## config.mk

```make
export PLATFORM = sky130hd
export DESIGN_NAME = sbt_timer
export DESIGN_NICKNAME = d
export VERILOG_FILES = /design/src/verilog/sbt_pkg.sv /design/src/verilog/sbt_prescaler.sv /design/src/verilog/sbt_timer.sv
export VERILOG_INCLUDE_DIRS = /design/src /design/src/verilog
export SDC_FILE = /design/constraint.sdc
export NUM_CORES = 1
export LEC_CHECK = 0
export BUFFER_PORTS_ARGS = -buffer_cell sky130_fd_sc_hd__buf_2
export CAP_MARGIN = 20
export CORE_AREA = 5 5 98 100
export CTS_BUF_LIST = sky130_fd_sc_hd__clkbuf_4
export DETAILED_ROUTE_END_ITERATION = 12
export DIE_AREA = 0 0 103 105
export PLACE_DENSITY_LB_ADDON = 0.12
export SLEW_MARGIN = 20
export SYNTH_ARGS = -nofsm -noshare
export SYNTH_HDL_FRONTEND = slang
export SYNTH_SLANG_ARGS = --single-unit
```

## constraint.sdc

```tcl
create_clock -name hclk -period 2.1 [get_ports hclk]
set_input_delay 0.315 -clock hclk [delete_from_list [all_inputs] [get_ports hclk]]
set_output_delay 0.315 -clock hclk [all_outputs]
set_load 0.02 [all_outputs]
```

## src/verilog/sbt_defines.svh

```systemverilog
`ifndef SBT_DEFINES_SVH
`define SBT_DEFINES_SVH

// ==========================================================
// Register byte offsets
`define SBT_CTRL_OFS    8'h00
`define SBT_COUNT_OFS   8'h04
`define SBT_PERIOD_OFS  8'h08
`define SBT_STATUS_OFS  8'h0c
`define SBT_MASK_OFS    8'h10

// ==========================================================
// Control field positions
`define SBT_RUN_BIT     15
`define SBT_IDLE_BIT    13
`define SBT_GATE_BIT    6
`define SBT_PS_HI       5
`define SBT_PS_LO       4
`define SBT_SYNC_BIT    2
`define SBT_SRC_BIT     1
`define SBT_CTRL_WMASK  16'ha076

// ==========================================================
// Status and mask bits
`define SBT_EV_MATCH    0
`define SBT_EV_GATE     1

// ==========================================================
// Reset values
`define SBT_CTRL_RST    16'h0000
`define SBT_COUNT_RST   16'h0000
`define SBT_PERIOD_RST  16'hffff

// ==========================================================
// Prescaler terminal counts (ratio minus one)
`define SBT_PS_DIV1     8'h00
`define SBT_PS_DIV8     8'h07
`define SBT_PS_DIV64    8'h3f
`define SBT_PS_DIV256   8'hff

`endif

```

## src/verilog/sbt_pkg.sv

```systemverilog
package sbt_pkg;

  // ==========================================================
  // Counting modes
  typedef enum logic [1:0] {
    SBT_TIMER = 2'b00,
    SBT_GATED = 2'b01,
    SBT_SYNC  = 2'b10,
    SBT_ASYNC = 2'b11
  } sbt_mode_e;

endpackage

```

## src/verilog/sbt_prescaler.sv

```systemverilog
`timescale 1ns/10ps

module sbt_prescaler #(
  parameter int PS_W = 8
) (
  input  wire logic            clk,
  input  wire logic            rstn,
  input  wire logic            clear,
  input  wire logic            tick_in,
  input  wire logic [PS_W-1:0] term,
  output logic                 tick_out
);

  logic [PS_W-1:0] cnt_reg;

  assign tick_out = tick_in && (cnt_reg == term);

  // ==========================================================
  // Divider counter
  always_ff @(posedge clk or negedge rstn) begin
    if (!rstn) begin
      cnt_reg <= '0;
    end else if (clear) begin
      cnt_reg <= '0;
    end else if (tick_in) begin
      cnt_reg <= (cnt_reg == term) ? '0 : cnt_reg + 1'b1;
    end
  end

endmodule // sbt_prescaler

```

## src/verilog/sbt_timer.sv

```systemverilog
// The AHB-Lite interface to the registers and the address map were left to the implementer.
`timescale 1ns/10ps
`include "sbt_defines.svh"

module sbt_timer
  import sbt_pkg::*;
#(
  parameter int PS_W = 8
) (
  input  wire logic        hclk,
  input  wire logic        hresetn,
  input  wire logic        hsel,
  input  wire logic [31:0] haddr,
  input  wire logic [1:0]  htrans,
  input  wire logic        hwrite,
  input  wire logic [2:0]  hsize,
  input  wire logic [31:0] hwdata,
  input  wire logic        hready,
  output logic             hreadyout,
  output logic             hresp,
  output logic [31:0]      hrdata,
  input  wire logic        external_clock_pin,
  input  wire logic        idle_mode,
  input  wire logic        sleep_mode,
  output logic             irq
);

  // ==========================================================
  // Elaboration check
  generate
    if (PS_W < 8) begin : g_bad_width
      $error("PS_W must be at least 8");
    end
  endgenerate

  logic [15:0] ctrl_reg;
  logic [15:0] count_reg;
  logic [15:0] period_reg;
  logic [1:0]  status_reg;
  logic [1:0]  mask_reg;
  logic        irq_reg;
  logic [31:0] hrdata_reg;
  logic        hready_reg;
  logic        hresp_reg;
  logic        wr_pend_reg;
  logic [7:0]  wr_addr_reg;
  logic        rd_pend_reg;
  logic [7:0]  rd_addr_reg;
  logic        ext_s1_reg;
  logic        ext_s2_reg;
  logic        ext_s3_reg;
  logic        rise_d_reg;

  logic            req;
  logic            ctrl_wr;
  logic            count_wr;
  logic            period_wr;
  logic            status_wr;
  logic            mask_wr;
  logic [31:0]     rd_mux;
  logic            run;
  logic            idle_stop;
  sbt_mode_e       mode;
  logic            halted;
  logic            run_ok;
  logic            rise;
  logic            fall;
  logic            raw_tick;
  logic            tick;
  logic [PS_W-1:0] term;
  logic            match_ev;
  logic            gate_ev;
  logic [1:0]      ev_set;

  // ==========================================================
  // Bus decode
  assign req = hsel && htrans[1] && hready;
  assign ctrl_wr   = wr_pend_reg && (wr_addr_reg == `SBT_CTRL_OFS);
  assign count_wr  = wr_pend_reg && (wr_addr_reg == `SBT_COUNT_OFS);
  assign period_wr = wr_pend_reg && (wr_addr_reg == `SBT_PERIOD_OFS);
  assign status_wr = wr_pend_reg && (wr_addr_reg == `SBT_STATUS_OFS);
  assign mask_wr   = wr_pend_reg && (wr_addr_reg == `SBT_MASK_OFS);

  always_comb begin
    if (rd_addr_reg == `SBT_CTRL_OFS) begin
      rd_mux = {16'h0000, ctrl_reg};
    end else if (rd_addr_reg == `SBT_COUNT_OFS) begin
      rd_mux = {16'h0000, count_reg};
    end else if (rd_addr_reg == `SBT_PERIOD_OFS) begin
      rd_mux = {16'h0000, period_reg};
    end else if (rd_addr_reg == `SBT_STATUS_OFS) begin
      rd_mux = {30'h0, status_reg};
    end else if (rd_addr_reg == `SBT_MASK_OFS) begin
      rd_mux = {30'h0, mask_reg};
    end else begin
      rd_mux = 32'h0000_0000;
    end
  end

  // ==========================================================
  // Bus handshake
  // Reads take one wait state so a write just ahead has landed
  always_ff @(posedge hclk or negedge hresetn) begin
    if (!hresetn) begin
      hready_reg  <= 1'b1;
      hresp_reg   <= 1'b0;
      rd_pend_reg <= 1'b0;
      rd_addr_reg <= 8'h00;
      wr_pend_reg <= 1'b0;
      wr_addr_reg <= 8'h00;
    end else begin
      hready_reg  <= !(req && !hwrite);
      hresp_reg   <= 1'b0;
      rd_pend_reg <= req && !hwrite;
      wr_pend_reg <= req && hwrite;
      if (req) begin
        rd_addr_reg <= haddr[7:0];
        wr_addr_reg <= haddr[7:0];
      end
    end
  end

  always_ff @(posedge hclk or negedge hresetn) begin
    if (!hresetn) begin
      hrdata_reg <= 32'h0000_0000;
    end else if (rd_pend_reg) begin
      hrdata_reg <= rd_mux;
    end
  end

  // ==========================================================
  // Control, period and mask registers
  always_ff @(posedge hclk or negedge hresetn) begin
    if (!hresetn) begin
      ctrl_reg <= `SBT_CTRL_RST;
    end else if (ctrl_wr) begin
      ctrl_reg <= hwdata[15:0] & `SBT_CTRL_WMASK;
    end
  end

  always_ff @(posedge hclk or negedge hresetn) begin
    if (!hresetn) begin
      period_reg <= `SBT_PERIOD_RST;
    end else if (period_wr) begin
      period_reg <= hwdata[15:0];
    end
  end

  always_ff @(posedge hclk or negedge hresetn) begin
    if (!hresetn) begin
      mask_reg <= 2'b00;
    end else if (mask_wr) begin
      mask_reg <= hwdata[1:0];
    end
  end

  // ==========================================================
  // Mode selection
  assign run       = ctrl_reg[`SBT_RUN_BIT];
  assign idle_stop = ctrl_reg[`SBT_IDLE_BIT];

  always_comb begin
    if (ctrl_reg[`SBT_SRC_BIT]) begin
      mode = ctrl_reg[`SBT_SYNC_BIT] ? SBT_SYNC : SBT_ASYNC;
    end else begin
      mode = ctrl_reg[`SBT_GATE_BIT] ? SBT_GATED : SBT_TIMER;
    end
  end

  // low-power halting
  // Only the async counter survives sleep: it needs no internal clock
  assign halted = (idle_mode && idle_stop)
               || (sleep_mode && (mode != SBT_ASYNC));
  assign run_ok = run && !halted;

  // ==========================================================
  // Pin synchroniser and edge detection
  always_ff @(posedge hclk or negedge hresetn) begin
    if (!hresetn) begin
      ext_s1_reg <= 1'b0;
      ext_s2_reg <= 1'b0;
      ext_s3_reg <= 1'b0;
      rise_d_reg <= 1'b0;
    end else begin
      ext_s1_reg <= external_clock_pin;
      ext_s2_reg <= ext_s1_reg;
      ext_s3_reg <= ext_s2_reg;
      rise_d_reg <= rise;
    end
  end

  assign rise = ext_s2_reg && !ext_s3_reg;
  assign fall = !ext_s2_reg && ext_s3_reg;

  always_comb begin
    case (mode)
      SBT_TIMER: raw_tick = 1'b1;
      SBT_GATED: raw_tick = ext_s2_reg;
      // extra stage aligns to the internal clock
      SBT_SYNC:  raw_tick = rise_d_reg;
      SBT_ASYNC: raw_tick = rise;
      default:   raw_tick = 1'b0;
    endcase
  end

  // ==========================================================
  // Prescaler
  always_comb begin
    case (ctrl_reg[`SBT_PS_HI:`SBT_PS_LO])
      2'b00:   term = PS_W'(`SBT_PS_DIV1);
      2'b01:   term = PS_W'(`SBT_PS_DIV8);
      2'b10:   term = PS_W'(`SBT_PS_DIV64);
      default: term = PS_W'(`SBT_PS_DIV256);
    endcase
  end

  sbt_prescaler #(
    .PS_W     (PS_W)
  ) u_prescaler (
    .clk      (hclk),
    .rstn     (hresetn),
    .clear    (!run || ctrl_wr),
    .tick_in  (raw_tick && run_ok),
    .term     (term),
    .tick_out (tick)
  );

  // ==========================================================
  // Counter
  always_ff @(posedge hclk or negedge hresetn) begin
    if (!hresetn) begin
      count_reg <= `SBT_COUNT_RST;
    end else if (count_wr) begin
      count_reg <= hwdata[15:0];
    end else if (tick) begin
      if (count_reg == period_reg) begin
        count_reg <= 16'h0000;
      end else begin
        count_reg <= count_reg + 16'h0001;
      end
    end
  end

  // ==========================================================
  // Events and interrupt
  // match and gate-fall events
  assign match_ev = tick && (count_reg == period_reg);
  assign gate_ev  = (mode == SBT_GATED) && fall && run_ok;
  assign ev_set   = {gate_ev, match_ev};

  // A new event beats a same-cycle write-one clear
  always_ff @(posedge hclk or negedge hresetn) begin
    if (!hresetn) begin
      status_reg <= 2'b00;
    end else begin
      status_reg <= (status_reg & ~(status_wr ? hwdata[1:0] : 2'b00))
                  | ev_set;
    end
  end

  always_ff @(posedge hclk or negedge hresetn) begin
    if (!hresetn) begin
      irq_reg <= 1'b0;
    end else begin
      irq_reg <= |(status_reg & mask_reg);
    end
  end

  assign hreadyout = hready_reg;
  assign hresp     = hresp_reg;
  assign hrdata    = hrdata_reg;
  assign irq       = irq_reg;

  // ==========================================================
  // Assertions
  property p_ctrl_zero;
    @(posedge hclk) disable iff (!hresetn)
    (ctrl_reg & ~`SBT_CTRL_WMASK) == 16'h0000;
  endproperty
  a_ctrl_zero: assert property (p_ctrl_zero)
    else $error("unimplemented control bit set");

  property p_stop_holds;
    @(posedge hclk) disable iff (!hresetn)
    (!run && !count_wr) |=> $stable(count_reg);
  endproperty
  a_stop_holds: assert property (p_stop_holds)
    else $error("count moved while stopped");

  property p_idle_halt;
    @(posedge hclk) disable iff (!hresetn)
    (idle_mode && idle_stop && !count_wr) |=> $stable(count_reg);
  endproperty
  a_idle_halt: assert property (p_idle_halt)
    else $error("count moved in idle with stop set");

  property p_wrap;
    @(posedge hclk) disable iff (!hresetn)
    (tick && count_reg == period_reg && !count_wr)
      |=> count_reg == 16'h0000;
  endproperty
  a_wrap: assert property (p_wrap)
    else $error("count did not wrap after match");

  property p_match_flag;
    @(posedge hclk) disable iff (!hresetn)
    match_ev |=> status_reg[`SBT_EV_MATCH] ##1 (irq_reg || !$past(mask_reg[0]));
  endproperty
  a_match_flag: assert property (p_match_flag)
    else $error("match flag or interrupt missing");

  property p_gate_fall;
    @(posedge hclk) disable iff (!hresetn)
    (run_ok && mode == SBT_GATED && ext_s3_reg && !ext_s2_reg)
      |=> status_reg[`SBT_EV_GATE];
  endproperty
  a_gate_fall: assert property (p_gate_fall)
    else $error("gate fall flag missing");

  property p_gate_low;
    @(posedge hclk) disable iff (!hresetn)
    (mode == SBT_GATED && !ext_s2_reg && !count_wr)
      |=> $stable(count_reg);
  endproperty
  a_gate_low: assert property (p_gate_low)
    else $error("gated count moved with gate low");

  property p_timer_inc;
    @(posedge hclk) disable iff (!hresetn)
    (run_ok && mode == SBT_TIMER && ctrl_reg[5:4] == 2'b00
      && count_reg != period_reg && !count_wr && !ctrl_wr)
      |=> count_reg == $past(count_reg) + 16'h0001;
  endproperty
  a_timer_inc: assert property (p_timer_inc)
    else $error("internal timer did not count each cycle");

  property p_div8;
    @(posedge hclk) disable iff (!hresetn)
    (tick && mode == SBT_TIMER && ctrl_reg[5:4] == 2'b01
      && run_ok && !ctrl_wr && !idle_mode && !sleep_mode)
      |=> !tick [*7];
  endproperty
  a_div8: assert property (p_div8)
    else $error("divide by 8 ticked early");

  property p_sleep_async;
    @(posedge hclk) disable iff (!hresetn)
    (sleep_mode && !idle_mode && run && mode == SBT_ASYNC)
      |-> run_ok;
  endproperty
  a_sleep_async: assert property (p_sleep_async)
    else $error("async counter halted in sleep");

endmodule // sbt_timer
```

==> results.json, run 1 <==
{
  "status": "finished, final reports clean",
  "path_clk_slew_ns": 0.13,
  "postRouteAntennaNets": 0,
  "crit_slowest_cell": "or4_4",
  "worstSkewPairLatency_ns": 0.44,
  "synth_top_family_by_area": "simple AND/OR/NAND/NOR gates",
  "firstDrtPassIters": 4,
  "synth_area_leader_cell": "dfrtp_1",
  "ys_warn_count": 0,
  "cts_buffers": 9,
  "syn_area_mm2": 0.00456,
  "synthSimpleGateAreaFrac_pct": 16.7,
  "cts_sinks": 83,
  "final_core_util_pct": 60.3,
  "synthAdderAreaFrac_pct": 0.549,
  "synth-edff-count": 0,
  "power.density_mw_per_mm2": 893,
  "grt_max_degree": 44,
  "finalNetCount": 599,
  "critPathRequiredTime_ns": 2.43,
  "hold_class": "primary input to flop",
  "fmax_ghz": 0.499,
  "wirelength_mm": 11.1,
  "rows": 34,
  "postSynth.asyncResetShare_pct": 100,
  "clk_path_buf_depth": 2,
  "path_class": "flop to flop",
  "cts_tree": "yes",
  "fin_skew_ns": 0.0202,
  "synthTopCellsByArea": "dfrtp_1, dfstp_2, mux2_2",
  "path_max_fanout": 7,
  "period_needed_ns": 2.00,
  "synth_common_cells": "dfrtp_1, mux2_2, a21oi_1",
  "leakage_nw": 2.29,
  "core-area_mm2": 0.00859,
  "synth_ff_type": "dfrtp_1",
  "antenna_cells": 0,
  "antenna_found_initial": 0,
  "via_per_inst": 5.91,
  "tightest_slew_ns": 0.862,
  "max_stage_delay_ns": 0.56,
  "vdd_drop_max_mv": 0.428,
  "port_buffers": 50,
  "cp_cell_sequence": "or4_4 > o22a_1 > o211ai_4 > nor2_4 > a221o_1",
  "period_share_pct": 95.4,
  "grt_usage_pct": 21.6,
  "slew_viol_final": 0,
  "rsz0062_at_grt": "false",
  "yosysUniqueCellTypes": 54,
  "vias": 3738,
  "fp.dieW_um": 103,
  "synth_top_area_share_pct": 36.2,
  "die_h_um": 105,
  "worstSetupStartpointType": "flop",
  "drtIter0Drc": 170,
  "post_cts_buffers": 0,
  "final.setup.tns_ns": 0,
  "synth_most_common_cell": "dfrtp_1",
  "yosysSeqAreaShare_pct": 46.0,
  "drive_gt1_share_pct": 30.5,
  "synth-seq-cells": 83,
  "place_ws_ns": 0.0333,
  "ioPinCount": 112,
  "dp_hpwl_mm": 7.95,
  "h-tree-depth": 3,
  "finalPower_mw": 4.62,
  "final-hold-violation-count": 0,
  "syn_to_final_growth_pct": 13.5,
  "initial_core_util_pct": 53.1,
  "maxCapViolations": 0,
  "wl_per_cell_um": 17.5,
  "grt_pass1_wl_mm": 18.6,
  "finalSetupViolCount": 0,
  "crit_path_end_kind": "flop",
  "syn_avg_cell_area_um2": 9.98,
  "crit_arrival_ns": 2.33,
  "gr-total-overflow": 0,
  "relSlewSlack_pct": 42.4,
  "netlist_instances": 457,
  "place_congestion": 0.911,
  "drc": 0,
  "synth_compound_area_share_pct": 16.3,
  "die-area_mm2": 0.0108,
  "synth_xor_area_share_pct": 3.07,
  "setup_ws_ns": 0.0958,
  "root_buffer": "clkbuf_4",
  "grt_pass1_vias": 3761,
  "synth.area.mux_share_pct": 9.71
}
path summary, 6_finish.rpt:
| kind | start | end | slack, ns | depth (start not counted) |
|---|---|---|---|---|
| max in group asynchronous | hresetn | period_reg[2] | 1.04 | 3 |
| worst min register to register | ext_s1_reg | ext_s2_reg | 0.38 | 0 |
| min in group asynchronous | hresetn | hrdata[9] | 0.37 | 2 |
| worst max-delay path | u_prescaler.cnt_reg[0] | u_prescaler.cnt_reg[7] | 0.1 | 5 |
| worst min-delay path | hwrite | hreadyout | 0.1 | 3 |
| worst max register to register | u_prescaler.cnt_reg[0] | u_prescaler.cnt_reg[7] | 0.1 | 5 |
final cells by class:
| class | instances | area (um^2) |
|---|---|---|
| Clock inverter | 6 | 66.3 |
| Fill cell | 771 | 3420 |
| Clock buffer | 10 | 75.1 |
| Multi-Input combinational cell | 323 | 2190 |
| Inverter | 19 | 71.3 |
| Timing Repair Buffer | 84 | 538 |
| Tap cell | 108 | 135 |
| Sequential cell | 83 | 2100 |
power breakdown:
part	leakage [nW]	internal [mW]	switching (mW)	total, mW
Combinational	1.22	0.718	0.905	1.62
Clock	0.0702	0.376	0.581	0.957
Sequential	1.00	1.83	0.213	2.04
per-stage QoR:
stage,hold WS (ns),instances,area (um^2)
finish,0.0955,633,5180
global route,0.0708,633,5180
CTS,0.0856,633,5170
detailed placement,0.336,615,5000
global placement,0.333,615,5000
floorplan,0.0194,473,4620
placed cells by master, fill, tap and decap left out, types with 3 or more instances in the layout:
| master | synthesis | routed |
|---|---|---|
| nand3_1 | 21 | 21 |
| a32oi_1 | 11 | 11 |
| and4_1 | 6 | 5 |
| dfrtp_1 | 66 | 66 |
| xor2_1 | 16 | 16 |
| a22o_1 | 12 | 12 |
| inv_1 | 19 | 19 |
| and2_1 | 5 | 5 |
| nor3_1 | 11 | 11 |
| a211oi_1 | 3 | 3 |
| nand4_1 | 8 | 8 |
| mux2i_1 | 6 | 6 |
| nor4_1 | 9 | 9 |
| clkbuf_4 | 0 | 10 |
| a21oi_1 | 33 | 33 |
| buf_4 | 18 | 31 |
| buf_2 | 6 | 49 |
| dfstp_2 | 17 | 17 |
| nand2_1 | 24 | 24 |
| a22oi_1 | 5 | 5 |
| nor2_1 | 19 | 19 |
| and3_1 | 10 | 10 |
| mux2_2 | 34 | 34 |
| o21ai_0 | 25 | 25 |
| nand2b_1 | 5 | 5 |
| conb_1 | 1 | 17 |
| nor2b_1 | 5 | 5 |
| o22ai_1 | 7 | 7 |
worst max-delay path, delay by kind of cell, from the launching register on:
family          cells  cell delay, ns
simple gates        2            0.63
flops               1            0.41
compound gates      3            0.86
logic make-up (layout without fill, tap and decap cells):
kind of cell               count (synthesis)  after routing
muxes                                     40             40
and+or+nand+nor                          137            137
xor gates and xnor gates                  16             16
buffers and inverters                     67            119
AOI/OAI and AO/OA                        111            111
adders and majority gates                  2              2
DFF                                       83             83
other                                      1             17
layer usage:
layer	share of wire (%)	track usage, %
met5	0	0
met4	2.2	7.31
met3	5.0	4.26
met2	50	35.5
met1	43	28.2
what timing repair did:
item                                    CTS  global route
gates resized for setup                   1             3
gates cloned                              0             0
endpoints found under the setup margin    1            18
pin swaps                                 0             2
hold buffers                              2             0
hold endpoints to repair                 34             0
(Power assumes the default switching activity.)
==> run 2, diff against run 1 <==
--- a/config.mk
+++ b/config.mk
@@ -12,7 +12,7 @@
 export CTS_BUF_LIST = sky130_fd_sc_hd__clkbuf_4
 export DETAILED_ROUTE_END_ITERATION = 12
 export DIE_AREA = 0 0 103 105
-export PLACE_DENSITY_LB_ADDON = 0.12
+export PLACE_DENSITY_LB_ADDON = 0.3
 export SLEW_MARGIN = 20
 export SYNTH_ARGS = -nofsm -noshare
 export SYNTH_HDL_FRONTEND = slang
==> constraint.sdc (replaced) <==
create_clock -name hclk -period 2.1 [get_ports hclk]
set_input_delay 0.315 -clock hclk [delete_from_list [all_inputs] [get_ports hclk]]
set_output_delay 0.315 -clock hclk [all_outputs]
set_load 0.005 [all_outputs]
==> results.json, run 2 (synthesis gave the netlist of run 1 again) <==
{
  "status": "finished, final reports clean",
  "place_congestion": 0.932,
  "postRouteAntennaNets": 0,
  "h-tree-depth": 3,
  "vdd_drop_max_mv": 0.573,
  "place_ws_ns": -0.000917,
  "crit_arrival_ns": 2.39,
  "crit_slowest_cell": "or4_4",
  "drtIter0Drc": 256,
  "grt_pass1_vias": 3670,
  "fin_skew_ns": 0.0120,
  "r2r_slack_ns": 0.04,
  "path_clk_slew_ns": 0.13,
  "r2r_cells": 5,
  "whs_path_depth": 3,
  "drc": 0,
  "hold_class": "primary input to flop",
  "setup_ws_ns": 0.0390,
  "worstHoldStart": "hwrite",
  "layout_commonest_cell": "dfrtp_1",
  "antenna_found_initial": 0,
  "cts_sinks": 83,
  "core-area_mm2": 0.00859,
  "path_delay_family": "compound AO/OA/AOI/OAI gates",
  "rsz0062_at_grt": "true",
  "final_cell_mix": "dfrtp_1, buf_2, mux2_2",
  "firstDrtPassIters": 4,
  "hold_end": "hreadyout",
  "ioPinCount": 112,
  "via_per_inst": 5.92,
  "grt_max_degree": 49,
  "fmax_ghz": 0.485,
  "r2r-end": "u_prescaler.cnt_reg[2]",
  "max_stage_delay_ns": 0.57,
  "cts_tree": "yes",
  "final-hold-violation-count": 0,
  "crit_path_end_kind": "flop",
  "die-area_mm2": 0.0108,
  "root_buffer": "clkbuf_4",
  "final_area_mm2": 0.00522,
  "critPathRequiredTime_ns": 2.42,
  "grt_pass1_wl_mm": 18.0,
  "clk_path_buf_depth": 2,
  "worstSetupStartpointType": "flop",
  "grt_usage_pct": 20.9,
  "cts_buffers": 9,
  "die_h_um": 105,
  "dp_hpwl_mm": 7.84,
  "period_share_pct": 98.1,
  "hold-worst-slack_ns": 0.0925,
  "path_max_fanout": 7,
  "cp_cell_sequence": "or4_4 > o22a_1 > o211ai_4 > nor2_2 > a221o_1",
  "path_class": "flop to flop",
  "syn_to_final_growth_pct": 14.4,
  "finalSetupViolCount": 0,
  "port_buffers": 50,
  "finalPower_mw": 4.72,
  "gr-total-overflow": 0,
  "finalNetCount": 596,
  "initial_core_util_pct": 53.1,
  "fp.dieW_um": 103,
  "drive_gt1_share_pct": 31.2,
  "slew_viol_final": 0,
  "place_area_mm2": 0.00499,
  "worst-path-buf-inv": 0,
  "power.density_mw_per_mm2": 905,
  "regToRegStartpoint": "ctrl_reg[5]",
  "final_core_util_pct": 60.7,
  "antenna_cells": 0,
  "vias": 3728,
  "wirelength_mm": 10.8,
  "maxCapViolations": 0,
  "wl_per_cell_um": 17.2,
  "rows": 34,
  "period_needed_ns": 2.06,
  "worstSkewPairLatency_ns": 0.43,
  "leakage_nw": 2.30
}
==> run 2: repair_timing <==
item                                   4_1_cts  5_1_grt
setup buffers                                0        1
setup endpoints to repair                    2       10
gates resized for setup                      1        7
pin swaps                                    1        0
endpoints found under the hold margin       33        0
hold buffers                                 2        0
==> run 2: tightest hold or removal path: stages <==
cell and delay, ns:
buf_2 0.09, inv_1 0.06, nand2b_1 0.07
==> run 2: final cells by class <==
| cell class | instances | area (um^2) |
|---|---|---|
| Clock buffer | 10 | 75.1 |
| Inverter | 19 | 71.3 |
| Fill cell | 731 | 3380 |
| Clock inverter | 6 | 88.8 |
| Sequential cell | 83 | 2100 |
| Multi-Input combinational cell | 323 | 2200 |
| Timing Repair Buffer | 81 | 541 |
| Tap cell | 108 | 135 |
==> run 2: worst max-delay path by stage <==
stage | slack [ns] | cells past startpoint | from | end
floorplan | 0.15 | 5 | ctrl_reg[5] | u_prescaler.cnt_reg[7]
global placement | 0.09 | 5 | ctrl_reg[5] | u_prescaler.cnt_reg[2]
detailed placement | -0.0009 | 5 | ctrl_reg[5] | u_prescaler.cnt_reg[2]
CTS | 0.02 | 5 | ctrl_reg[5] | u_prescaler.cnt_reg[2]
global route | -0.006 | 5 | ctrl_reg[5] | u_prescaler.cnt_reg[2]
finish | 0.04 | 5 | ctrl_reg[5] | u_prescaler.cnt_reg[2]
==> run 2: power by group <==
part	switching (mW)	internal, mW	leakage (nW)	total (mW)
combinational	0.838	0.736	1.22	1.57
clock	0.579	0.498	0.0830	1.08
sequential	0.240	1.83	0.999	2.07
==> run 2: layer usage <==
layer	routed length [um]	share of wire (%)	global-route usage, %	vias to the layer above
met5	0	0	0	-
met4	196	1.8	7.86	0
met3	476	4.4	2.80	21
met2	5510	51	34.2	113
met1	4630	43	27.8	1832
li1	-	-	-	1762
==> run 2: stage by stage <==
step	std cells	TNS (ns)
finish	630	0
global route	630	-0.0105
CTS	629	0
detailed placement	611	-0.000917
global placement	611	0
floorplan	473	0
